$ cat src/plp_regs.vh
// register offsets, field positions and default values of the low pin group
`ifndef PLP_REGS_VH
`define PLP_REGS_VH
// ***********************************************************
// register byte offsets
// ***********************************************************
`define PLP_ADDR_W 8
`define PLP_OFS_CFG 8'h18
`define PLP_OFS_WAKE 8'h20
`define PLP_OFS_CTRL 8'h24
// ***********************************************************
// field positions in the configuration register
// ***********************************************************
`define PLP_FSEL_LSB 12
`define PLP_DRV_LSB 8
`define PLP_DIR_LSB 4
`define PLP_LVL_LSB 0
// ***********************************************************
// field positions in the wake and control registers
// ***********************************************************
`define PLP_WPOL_LSB 16
`define PLP_WEN_LSB 0
`define PLP_CTRL_PROT_BIT 0
`define PLP_CTRL_LITE_RST_BIT 1
// ***********************************************************
// fixed defaults used when no image is present, and the wake reset values
// ***********************************************************
`define PLP_FSEL_DEF 4'hF
`define PLP_DRV_DEF 4'h0
`define PLP_DIR_DEF 4'h0
`define PLP_LVL_DEF 4'h0
`define PLP_WPOL_DEF 4'h0
`define PLP_WEN_DEF 4'h0
// ***********************************************************
// bus response codes
// ***********************************************************
`define PLP_RESP_OKAY 2'h0
`define PLP_RESP_SLVERR 2'h2
`endif

$ cat src/plp_low_pin_group.v
// configuration, data and wake logic for the lowest four general-purpose pins
`timescale 1ns/1ns
`include "plp_regs.vh"
module plp_low_pin_group #(
  parameter NPIN = 4
) (
  input wire aclk,
  input wire aresetn,
  // register bus: write address, data and response
  input wire [`PLP_ADDR_W-1:0] s_axil_awaddr,
  input wire [2:0] s_axil_awprot,
  input wire s_axil_awvalid,
  output reg s_axil_awready,
  input wire [31:0] s_axil_wdata,
  input wire [3:0] s_axil_wstrb,
  input wire s_axil_wvalid,
  output reg s_axil_wready,
  output reg [1:0] s_axil_bresp,
  output reg s_axil_bvalid,
  input wire s_axil_bready,
  // register bus: read address and data
  input wire [`PLP_ADDR_W-1:0] s_axil_araddr,
  input wire [2:0] s_axil_arprot,
  input wire s_axil_arvalid,
  output reg s_axil_arready,
  output reg [31:0] s_axil_rdata,
  output reg [1:0] s_axil_rresp,
  output reg s_axil_rvalid,
  input wire s_axil_rready,
  // image loader; the levels count only on the done pulse
  input wire image_load_done,
  input wire eeprom_present,
  input wire [15:0] eeprom_image,
  input wire otp_programmed,
  input wire [15:0] otp_image,
  // reload sources, both one-cycle pulses
  input wire usb_bus_reset,
  input wire lite_soft_reset,
  // pads; the pin input comes from outside the clock domain
  input wire [NPIN-1:0] pin_i,
  output wire [NPIN-1:0] pin_o,
  output wire [NPIN-1:0] pin_oe,
  // event levels that follow the filtered pads
  output reg [NPIN-1:0] gpio_int_source,
  output reg wake_event
);
  // ***********************************************************
  // state
  // ***********************************************************
  // configuration fields, one bit per pin
  reg [NPIN-1:0] pin_function_select;
  reg [NPIN-1:0] output_driver_type;
  reg [NPIN-1:0] pin_direction;
  reg [NPIN-1:0] pin_level;

  // wake unit and control register
  reg [NPIN-1:0] wake_enable;
  reg [NPIN-1:0] wake_polarity;
  reg reset_protect;
  reg lite_reset_req;

  // image last loaded, kept for later reloads
  reg [15:0] image;

  // write halves held until both have arrived
  reg aw_got;
  reg w_got;
  reg [`PLP_ADDR_W-1:0] aw_addr;
  reg [31:0] w_data;
  reg [3:0] w_strb;

  // filtered pads and image selection
  wire [NPIN-1:0] pin_sampled;
  wire [15:0] fixed_image;
  wire [15:0] next_image;
  wire reload;

  // write strobes per register
  wire do_write;
  wire wr_cfg;
  wire wr_wake;
  wire wr_ctrl;

  // read mux output
  reg [31:0] read_word;
  reg read_ok;
  genvar i;

  // ***********************************************************
  // pin inputs and pin drivers
  // ***********************************************************
  // the read path and the wake path share this one filtered copy,
  // so a pin never reads back one level and wakes on the other
  plp_sync #(
    .WIDTH(NPIN)
  ) u_sync (
    .aclk(aclk),
    .aresetn(aresetn),
    .async_in(pin_i),
    .sync_out(pin_sampled)
  );

  // one driver per pin, each registered
  // pad control stays in its own module, apart from the bus logic
  generate
    for (i = 0; i < NPIN; i = i + 1) begin : g_pin
      plp_pin_drive u_drive (
        .aclk(aclk),
        .aresetn(aresetn),
        .func_sel(pin_function_select[i]),
        .drv_push_pull(output_driver_type[i]),
        .dir_out(pin_direction[i]),
        .level(pin_level[i]),
        .pin_o(pin_o[i]),
        .pin_oe(pin_oe[i])
      );
    end
  endgenerate

  // ***********************************************************
  // default image selection
  // ***********************************************************
  // the same constants are the reset value of the kept image
  assign fixed_image = {`PLP_FSEL_DEF, `PLP_DRV_DEF, `PLP_DIR_DEF, `PLP_LVL_DEF};
  // eeprom wins over otp, otp over the fixed constants
  // the choice is made on the done pulse, so late image levels are harmless
  assign next_image = eeprom_present ? eeprom_image : otp_programmed ? otp_image : fixed_image;

  // a protected block ignores both reset sources
  // a usb reset held high reloads every clock and masks configuration register writes
  assign reload = (usb_bus_reset || lite_reset_req) && !reset_protect;

  // ***********************************************************
  // write channel decode
  // ***********************************************************
  // nothing changes until both halves are held; a pending response blocks a repeat
  assign do_write = aw_got && w_got && !s_axil_bvalid;
  assign wr_cfg = do_write && (aw_addr == `PLP_OFS_CFG);
  assign wr_wake = do_write && (aw_addr == `PLP_OFS_WAKE);
  assign wr_ctrl = do_write && (aw_addr == `PLP_OFS_CTRL);

  // last loaded image, kept for later usb or lite resets
  // only the done pulse moves it; the two reset sources only read it
  always @(posedge aclk) begin
    if (!aresetn) begin
      image <= {`PLP_FSEL_DEF, `PLP_DRV_DEF, `PLP_DIR_DEF, `PLP_LVL_DEF};
    end else if (image_load_done) begin
      image <= next_image;
    end
  end

  // ***********************************************************
  // configuration register; image load and reload beat a software write
  // a write that loses to a reload still answers okay; it simply has no effect
  // ***********************************************************
  always @(posedge aclk) begin
    if (!aresetn) begin
      pin_function_select <= `PLP_FSEL_DEF;
      output_driver_type <= `PLP_DRV_DEF;
      pin_direction <= `PLP_DIR_DEF;
      pin_level <= `PLP_LVL_DEF;
    end else if (image_load_done) begin
      // the loader wins, its image being the new default
      pin_function_select <= next_image[`PLP_FSEL_LSB +: NPIN];
      output_driver_type <= next_image[`PLP_DRV_LSB +: NPIN];
      pin_direction <= next_image[`PLP_DIR_LSB +: NPIN];
      pin_level <= next_image[`PLP_LVL_LSB +: NPIN];
    end else if (reload) begin
      pin_function_select <= image[`PLP_FSEL_LSB +: NPIN];
      output_driver_type <= image[`PLP_DRV_LSB +: NPIN];
      pin_direction <= image[`PLP_DIR_LSB +: NPIN];
      pin_level <= image[`PLP_LVL_LSB +: NPIN];
    end else if (wr_cfg) begin
      // lane 1 holds select and driver, lane 0 direction and level
      if (w_strb[1]) begin
        pin_function_select <= w_data[`PLP_FSEL_LSB +: NPIN];
        output_driver_type <= w_data[`PLP_DRV_LSB +: NPIN];
      end
      if (w_strb[0]) begin
        pin_direction <= w_data[`PLP_DIR_LSB +: NPIN];
        pin_level <= w_data[`PLP_LVL_LSB +: NPIN];
      end
    end
  end

  // ***********************************************************
  // wake enable, polarity and control registers
  // ***********************************************************
  // wake settings survive usb and lite resets; only aresetn clears them
  always @(posedge aclk) begin
    if (!aresetn) begin
      wake_enable <= `PLP_WEN_DEF;
      wake_polarity <= `PLP_WPOL_DEF;
    end else if (wr_wake) begin
      // lane 0 enables, lane 2 polarity; other lanes are dropped
      if (w_strb[0]) begin
        wake_enable <= w_data[`PLP_WEN_LSB +: NPIN];
      end
      if (w_strb[2]) begin
        wake_polarity <= w_data[`PLP_WPOL_LSB +: NPIN];
      end
    end
  end

  // lite reset bit clears itself after one cycle; the pin input also triggers it
  always @(posedge aclk) begin
    if (!aresetn) begin
      reset_protect <= 1'b0;
      lite_reset_req <= 1'b0;
    end else begin
      // pin and register share one request flop, so a clash costs nothing
      lite_reset_req <= lite_soft_reset || (wr_ctrl && w_strb[0] && w_data[`PLP_CTRL_LITE_RST_BIT]);
      // protection is a plain stored bit; it only gates the two reload sources
      if (wr_ctrl && w_strb[0]) begin
        reset_protect <= w_data[`PLP_CTRL_PROT_BIT];
      end
    end
  end

  // ***********************************************************
  // wake and interrupt qualification
  // ***********************************************************
  // an input pin in gpio function matching its polarity is an active source
  // a pin turned output drops out on the next clock, not after its pad settles
  always @(posedge aclk) begin
    if (!aresetn) begin
      gpio_int_source <= {NPIN{1'b0}};
      wake_event <= 1'b0;
    end else begin
      // polarity 1 means active high, 0 active low
      gpio_int_source <= ~pin_function_select & ~pin_direction & ~(pin_sampled ^ wake_polarity);
      wake_event <= |(~pin_function_select & ~pin_direction & wake_enable & ~(pin_sampled ^ wake_polarity));
    end
  end

  // ***********************************************************
  // bus write side: address and data taken in either order
  // ***********************************************************
  always @(posedge aclk) begin
    if (!aresetn) begin
      // both readies open in reset so the first write waits for nothing
      s_axil_awready <= 1'b1;
      s_axil_wready <= 1'b1;
      aw_got <= 1'b0;
      w_got <= 1'b0;
      aw_addr <= {`PLP_ADDR_W{1'b0}};
      w_data <= 32'h00000000;
      w_strb <= 4'h0;
      s_axil_bvalid <= 1'b0;
      s_axil_bresp <= `PLP_RESP_OKAY;
    end else begin
      if (s_axil_awvalid && s_axil_awready) begin
        aw_got <= 1'b1;
        // byte address bits below the word are ignored
        aw_addr <= {s_axil_awaddr[`PLP_ADDR_W-1:2], 2'h0};
        s_axil_awready <= 1'b0;
      end
      if (s_axil_wvalid && s_axil_wready) begin
        w_got <= 1'b1;
        w_data <= s_axil_wdata;
        w_strb <= s_axil_wstrb;
        s_axil_wready <= 1'b0;
      end
      if (do_write) begin
        aw_got <= 1'b0;
        w_got <= 1'b0;
        s_axil_bvalid <= 1'b1;
        // an unmapped address answers with an error and changes nothing
        s_axil_bresp <= (wr_cfg || wr_wake || wr_ctrl) ? `PLP_RESP_OKAY : `PLP_RESP_SLVERR;
      end
      // a new write is only opened once the response is gone
      // readies stay low from take to response, so nothing queues
      if (s_axil_bvalid && s_axil_bready) begin
        s_axil_bvalid <= 1'b0;
        s_axil_awready <= 1'b1;
        s_axil_wready <= 1'b1;
      end
    end
  end

  // ***********************************************************
  // bus read side
  // ***********************************************************
  // level field shows live pins; reserved bits read zero
  // select, driver and direction read as stored; only the level shows the pad
  always @* begin
    read_word = 32'h00000000;
    read_ok = 1'b1;
    case ({s_axil_araddr[`PLP_ADDR_W-1:2], 2'h0})
      `PLP_OFS_CFG: begin
        read_word[`PLP_FSEL_LSB +: NPIN] = pin_function_select;
        read_word[`PLP_DRV_LSB +: NPIN] = output_driver_type;
        read_word[`PLP_DIR_LSB +: NPIN] = pin_direction;
        // four clocks behind the pad; the stored level only drives outputs
        read_word[`PLP_LVL_LSB +: NPIN] = pin_sampled;
      end
      `PLP_OFS_WAKE: begin
        read_word[`PLP_WPOL_LSB +: NPIN] = wake_polarity;
        read_word[`PLP_WEN_LSB +: NPIN] = wake_enable;
      end
      `PLP_OFS_CTRL: begin
        // the lite reset bit is a strobe and reads zero
        read_word[`PLP_CTRL_PROT_BIT] = reset_protect;
      end
      default: begin
        read_ok = 1'b0;
      end
    endcase
  end

  // one read in flight; data held until the master takes it
  // data captured at the take, so later pad changes cannot tear it
  always @(posedge aclk) begin
    if (!aresetn) begin
      // ready open in reset, as on the write side
      s_axil_arready <= 1'b1;
      s_axil_rvalid <= 1'b0;
      s_axil_rdata <= 32'h00000000;
      s_axil_rresp <= `PLP_RESP_OKAY;
    end else if (s_axil_arvalid && s_axil_arready) begin
      s_axil_arready <= 1'b0;
      s_axil_rvalid <= 1'b1;
      s_axil_rdata <= read_word;
      s_axil_rresp <= read_ok ? `PLP_RESP_OKAY : `PLP_RESP_SLVERR;
    end else if (s_axil_rvalid && s_axil_rready) begin
      s_axil_rvalid <= 1'b0;
      s_axil_arready <= 1'b1;
    end
  end
endmodule

$ cat src/plp_pin_drive.v
// per-pin output buffer control: push/pull or open-drain
`timescale 1ns/1ns
module plp_pin_drive (
  input wire aclk,
  input wire aresetn,
  input wire func_sel,
  input wire drv_push_pull,
  input wire dir_out,
  input wire level,
  output reg pin_o,
  output reg pin_oe
);
  // ***********************************************************
  // drive only when the pin is a general-purpose output
  // ***********************************************************
  wire gp_out = !func_sel && dir_out;
  // registered so the pad sees glitch-free enables
  always @(posedge aclk) begin
    if (!aresetn) begin
      pin_o <= 1'b0;
      pin_oe <= 1'b0;
    end else if (drv_push_pull) begin
      pin_o <= level;
      pin_oe <= gp_out;
    end else begin
      pin_o <= 1'b0;
      pin_oe <= gp_out && !level;
    end
  end
endmodule

$ cat src/plp_sync.v
// three-stage input synchroniser with agreement filter
`timescale 1ns/1ns
module plp_sync #(
  parameter WIDTH = 4
) (
  input wire aclk,
  input wire aresetn,
  input wire [WIDTH-1:0] async_in,
  output reg [WIDTH-1:0] sync_out
);
  reg [WIDTH-1:0] stage1;
  reg [WIDTH-1:0] stage2;
  reg [WIDTH-1:0] stage3;
  genvar i;
  // ***********************************************************
  // per bit: stage1 feeds only stage2; a change counts once 2 and 3 agree
  // ***********************************************************
  generate
    for (i = 0; i < WIDTH; i = i + 1) begin : g_bit
      always @(posedge aclk) begin
        if (!aresetn) begin
          stage1[i] <= 1'b0;
          stage2[i] <= 1'b0;
          stage3[i] <= 1'b0;
          sync_out[i] <= 1'b0;
        end else begin
          stage1[i] <= async_in[i];
          stage2[i] <= stage1[i];
          stage3[i] <= stage2[i];
          if (stage2[i] == stage3[i]) begin
            sync_out[i] <= stage3[i];
          end
        end
      end
    end
  endgenerate
endmodule

$ cat config.mk
export PLATFORM = sky130hd
export DESIGN_NAME = plp_low_pin_group
export DESIGN_NICKNAME = d
export VERILOG_FILES = /design/src/plp_low_pin_group.v /design/src/plp_pin_drive.v /design/src/plp_sync.v
export VERILOG_INCLUDE_DIRS = /design/src
export SDC_FILE = /design/constraint.sdc
export NUM_CORES = 1
export LEC_CHECK = 0
export CAP_MARGIN = 5
export CELL_PAD_IN_SITES_DETAIL_PLACEMENT = 1
export CELL_PAD_IN_SITES_GLOBAL_PLACEMENT = 2
export CORE_UTILIZATION = 35
export DETAILED_ROUTE_END_ITERATION = 12
export DONT_BUFFER_PORTS = 1
export PLACE_DENSITY_LB_ADDON = 0.1
export SLEW_MARGIN = 5
export SYNTH_ARGS = -nofsm -noshare
export SYNTH_HDL_FRONTEND = slang
export SYNTH_SLANG_ARGS = --single-unit
$ cat constraint.sdc
create_clock -name aclk -period 1.75 [get_ports aclk]
set_input_delay 0.0875 -clock aclk [delete_from_list [all_inputs] [get_ports aclk]]
set_output_delay 0.0875 -clock aclk [all_outputs]
set_load 0.05 [all_outputs]
==> summary.md <==
| Metric | Value |
|---|---|
| Vias in the first global route | `4782` |
| Initial Util | `a little over a third` |
| Leakage | `2.82 nW` |
| Clk pwr share | `50.4%` |
| Global-route usage over all layers | `20.8%` |
| Startpoint Class | `flop` |
| Crit path from | `s_axil_bvalid$_SDFFE_PP0P_` |
| Via density per instance | `about 5` |
| Clock skew | `0.00691 ns` |
| Sequential cell fraction of total power | `39.7%` |
| CP dominant cell by count | `buf_4` |
| Core footprint | `~15000 µm²` |
| Largest net degree at the start of global routing | `between 60 and 70` |
| Psw | `1.88 mW` |
| Worst path max stage delay | `0.34 ns` |
| Kind of critical path | `reg -> reg` |
| Synth area leader | `dfxtp_1` |
| Switch share | `23.2%` |
| Initial DRT Pass Iterations | `8` |
| FMAX | `609 MHz` |
| Buf+Inv Stages, Crit Path | `2` |
| Reg-to-Reg Start | `s_axil_bvalid$_SDFFE_PP0P_` |
| Yosys warning total | `0` |
| Area share of the largest cell type after synthesis | `48.8%` |
| Ports | `160` |
| DR DRC count | `22` |
| CP cell instances | `buf_4 -> and4b_4 -> a311oi_4 -> buf_4 -> mux2i_1` |
| Top cells by area, synth | `dfxtp_1, nand2_1, a21oi_1, mux2i_1, nor2_1` |
| Logic pwr share | `9.9%` |
| Max-slew violations | `0` |
| Filler Cells Inserted | `1697` |
| Clock latency on the worst-skew pair | `0.41 ns` |
| Asr flop ratio synth | `0%` |
| Grt total ovfl | `0` |
| Pint | `around 6.2 mW` |
| Crit-path slowest cell | `dfxtp_2` |
| Dominant synthesized flop cell | `dfxtp_1` |
| Die width | `125 µm` |
| P&R area growth vs syn | `31.3%` |
| Ant. Diodes | `0` |
| Layout cells sized above 1 | `11.8%` |
| Clock net sink count | `129` |
| CP max FO | `8` |
| Worst Setup End Kind | `flop` |
| Critical path required time | `2.08 ns` |
| Final Cycle Share | `93.8%` |
| Final setup viols | `0` |
| Seq/Total Area, Yosys | `48.8%` |
| Synth cell types | `48` |
| TritonCTS buffer count | `17` |
| Worst hold start | `image_load_done` |
| Detailed-placement wirelength estimate | `10200 µm` |
| Post-route cell area | `6950 µm²` |
| Crit path time final | `about 1.6 ns` |
| TritonCTS clock tree | `built` |
| Die Area | `15600 µm²` |
| First-pass GRT wire length | `25000 µm` |
| Rel. slew slack | `51.4%` |
| Commonest non-fill, non-tap cell in the layout | `nand2_1` |
| Power Density | `1170 nW/µm²` |
| Highest-count cells in the layout ignoring fill and taps | `nand2_1, dfxtp_1, dlygate4sd3_1` |
| Post-route ant nets | `0` |
| CP delay by family, top | `buffers and inverters` |
| Iter 0 DRT Violations | `238` |
| H-tree depth | `4` |
| Final Net Count | `813` |
| WL final | `15500 µm` |
| Row cnt | `44` |
| Post-Syn Area per Cell | `8.43 µm²` |
| EDFF count, synth | `0` |
| Synth Instances | `628` |
| Deepest clock path buffer count | `2` |
| Routability cong. | `0.743` |
| DP Area | `5530 µm²` |
| Maxcap violations | `0` |
| Critical path data arrival time | `1.98 ns` |
| Average routed wire per standard cell | `around 17 µm` |
| Final hold vios | `0` |
| RSZ-0062 raised after global routing | `false` |
| Initial antenna violation count | `0` |
| Status | `finished, violations left` |
| Peak supply drop | `0.000719 V` |
| Least-Margin Pin Slew | `0.729 ns` |
| Register area | `2580 µm²` |
| Post-Synthesis Cell Area | `around 5300 µm²` |
| Failing checks | `DRC` |
| Yosys reg bits | `around 130` |
| TNS Setup | `0 ns` |
| Min-delay worst type | `in -> reg` |
| CTS clk-pin slew, worst paths | `0.05 ns` |
| Chip Height | `125 µm` |
| Port buffer count | `0` |
| Via Count | `4585` |
| Root Buffer | `clkbuf_16` |
| Area of the multi-input gates | `2390 µm²` |
## path summary, 6_finish.rpt
path / to / slack (ns) / cells after the start
worst max-delay path: pin_direction[0]$_SDFFE_PN0P_ / 0.11 / 5
worst min-delay path: pin_level[2]$_SDFFE_PN0P_ / 0.02 / 3
worst max register to register: pin_direction[0]$_SDFFE_PN0P_ / 0.11 / 5
worst min register to register: u_sync.stage2[3]$_SDFF_PN0_ / 0.43 / 1
## metal layers
metal | GRT usage, % | part of all wire [%] | up-vias
met5 | 0 | 0 | -
met4 | 8.75 | 2.2 | 0
met3 | 5.22 | 4.2 | 24
met2 | 33.8 | 47 | 111
met1 | 26.3 | 47 | 2205
li1 | - | - | 2245
## metrics by stage
stage	cells	util (%)	power [mW]	hold WS (ns)	setup slack [ns]
floorplan	641	-	3.79	0.188	0.160
global placement	803	37.8	3.88	0.183	0.0223
detailed placement	803	37.8	3.90	0.186	0.0104
CTS	902	47.3	8.19	0.00365	0.00664
global route	904	47.5	8.42	0.0187	0.0456
finish	904	47.5	8.10	0.0215	0.109
## what timing repair did
action	in CTS	in global routing
endpoints found under the hold margin	101	0
cloned	0	0
hold buffers	67	0
resized for setup	1	3
setup buffers	0	2
pin swaps	0	2
endpoints found under the setup margin	6	14
## sequential cells by signal (all words and copies together) (netlist names), 3 cells and up
register,count
aw_addr,6
g_pin.u_drive.pin_o,4
g_pin.u_drive.pin_oe,4
gpio_int_source,4
image,16
output_driver_type,4
pin_direction,4
pin_function_select,4
pin_level,4
s_axil_rdata,20
u_sync.stage1,4
u_sync.stage2,4
u_sync.stage3,4
u_sync.sync_out,4
w_data,20
w_strb,3
wake_enable,4
wake_polarity,4
## synthesized netlist by cell type, drive strengths merged, types with 3 or more instances
cell	number
a21oi	54
o21ai	22
mux2	5
inv	12
mux2i	25
or3b	4
o211ai	12
nor4b	3
or3	13
xor2	4
nand3	19
clkbuf	27
nor2	52
nand4	15
nor3	6
a31oi	8
nand2	134
a221oi	3
buf	34
and2	18
dfxtp	129
nand2b	10
nor4	3
## power groups by stage
stage / Sequential (mW) / Clock [mW] / Combinational, mW
after CTS: 3.22 / 4.18 / 0.799
final: 3.22 / 4.09 / 0.799
after global routing: 3.24 / 4.31 / 0.875
after floorplan: 3.29 / 0 / 0.493
after global placement: 3.28 / 0 / 0.606
after detailed placement: 3.28 / 0 / 0.618
## tightest hold or removal path: cells and delay by family
kind	cells	cell delay, ns
multiplexers	1	0.12
AND/OR/NAND/NOR	2	0.19
## area by class of cell
cell class / count / share of cell area [%]
Tap cell: 184 / 3.31
Multi-Input combinational cell: 439 / 34.4
Clock inverter: 9 / 2.88
Clock buffer: 23 / 7.02
Inverter: 12 / 0.648
Timing Repair Buffer: 108 / 14.6
Sequential cell: 129 / 37.2
## cell families after synthesis
kind of cell | count (synthesis) | synth area share, %
AOI/OAI and AO/OA | 106 | 11.8
xor gates and xnor gates | 4 | 0.662
and+or+nand+nor | 285 | 25.8
buffers and inverters | 73 | 7.09
other | 1 | 0.0709
muxes | 30 | 5.79
DFF | 129 | 48.8
Note: power is estimated with default switching activity, not from simulation.
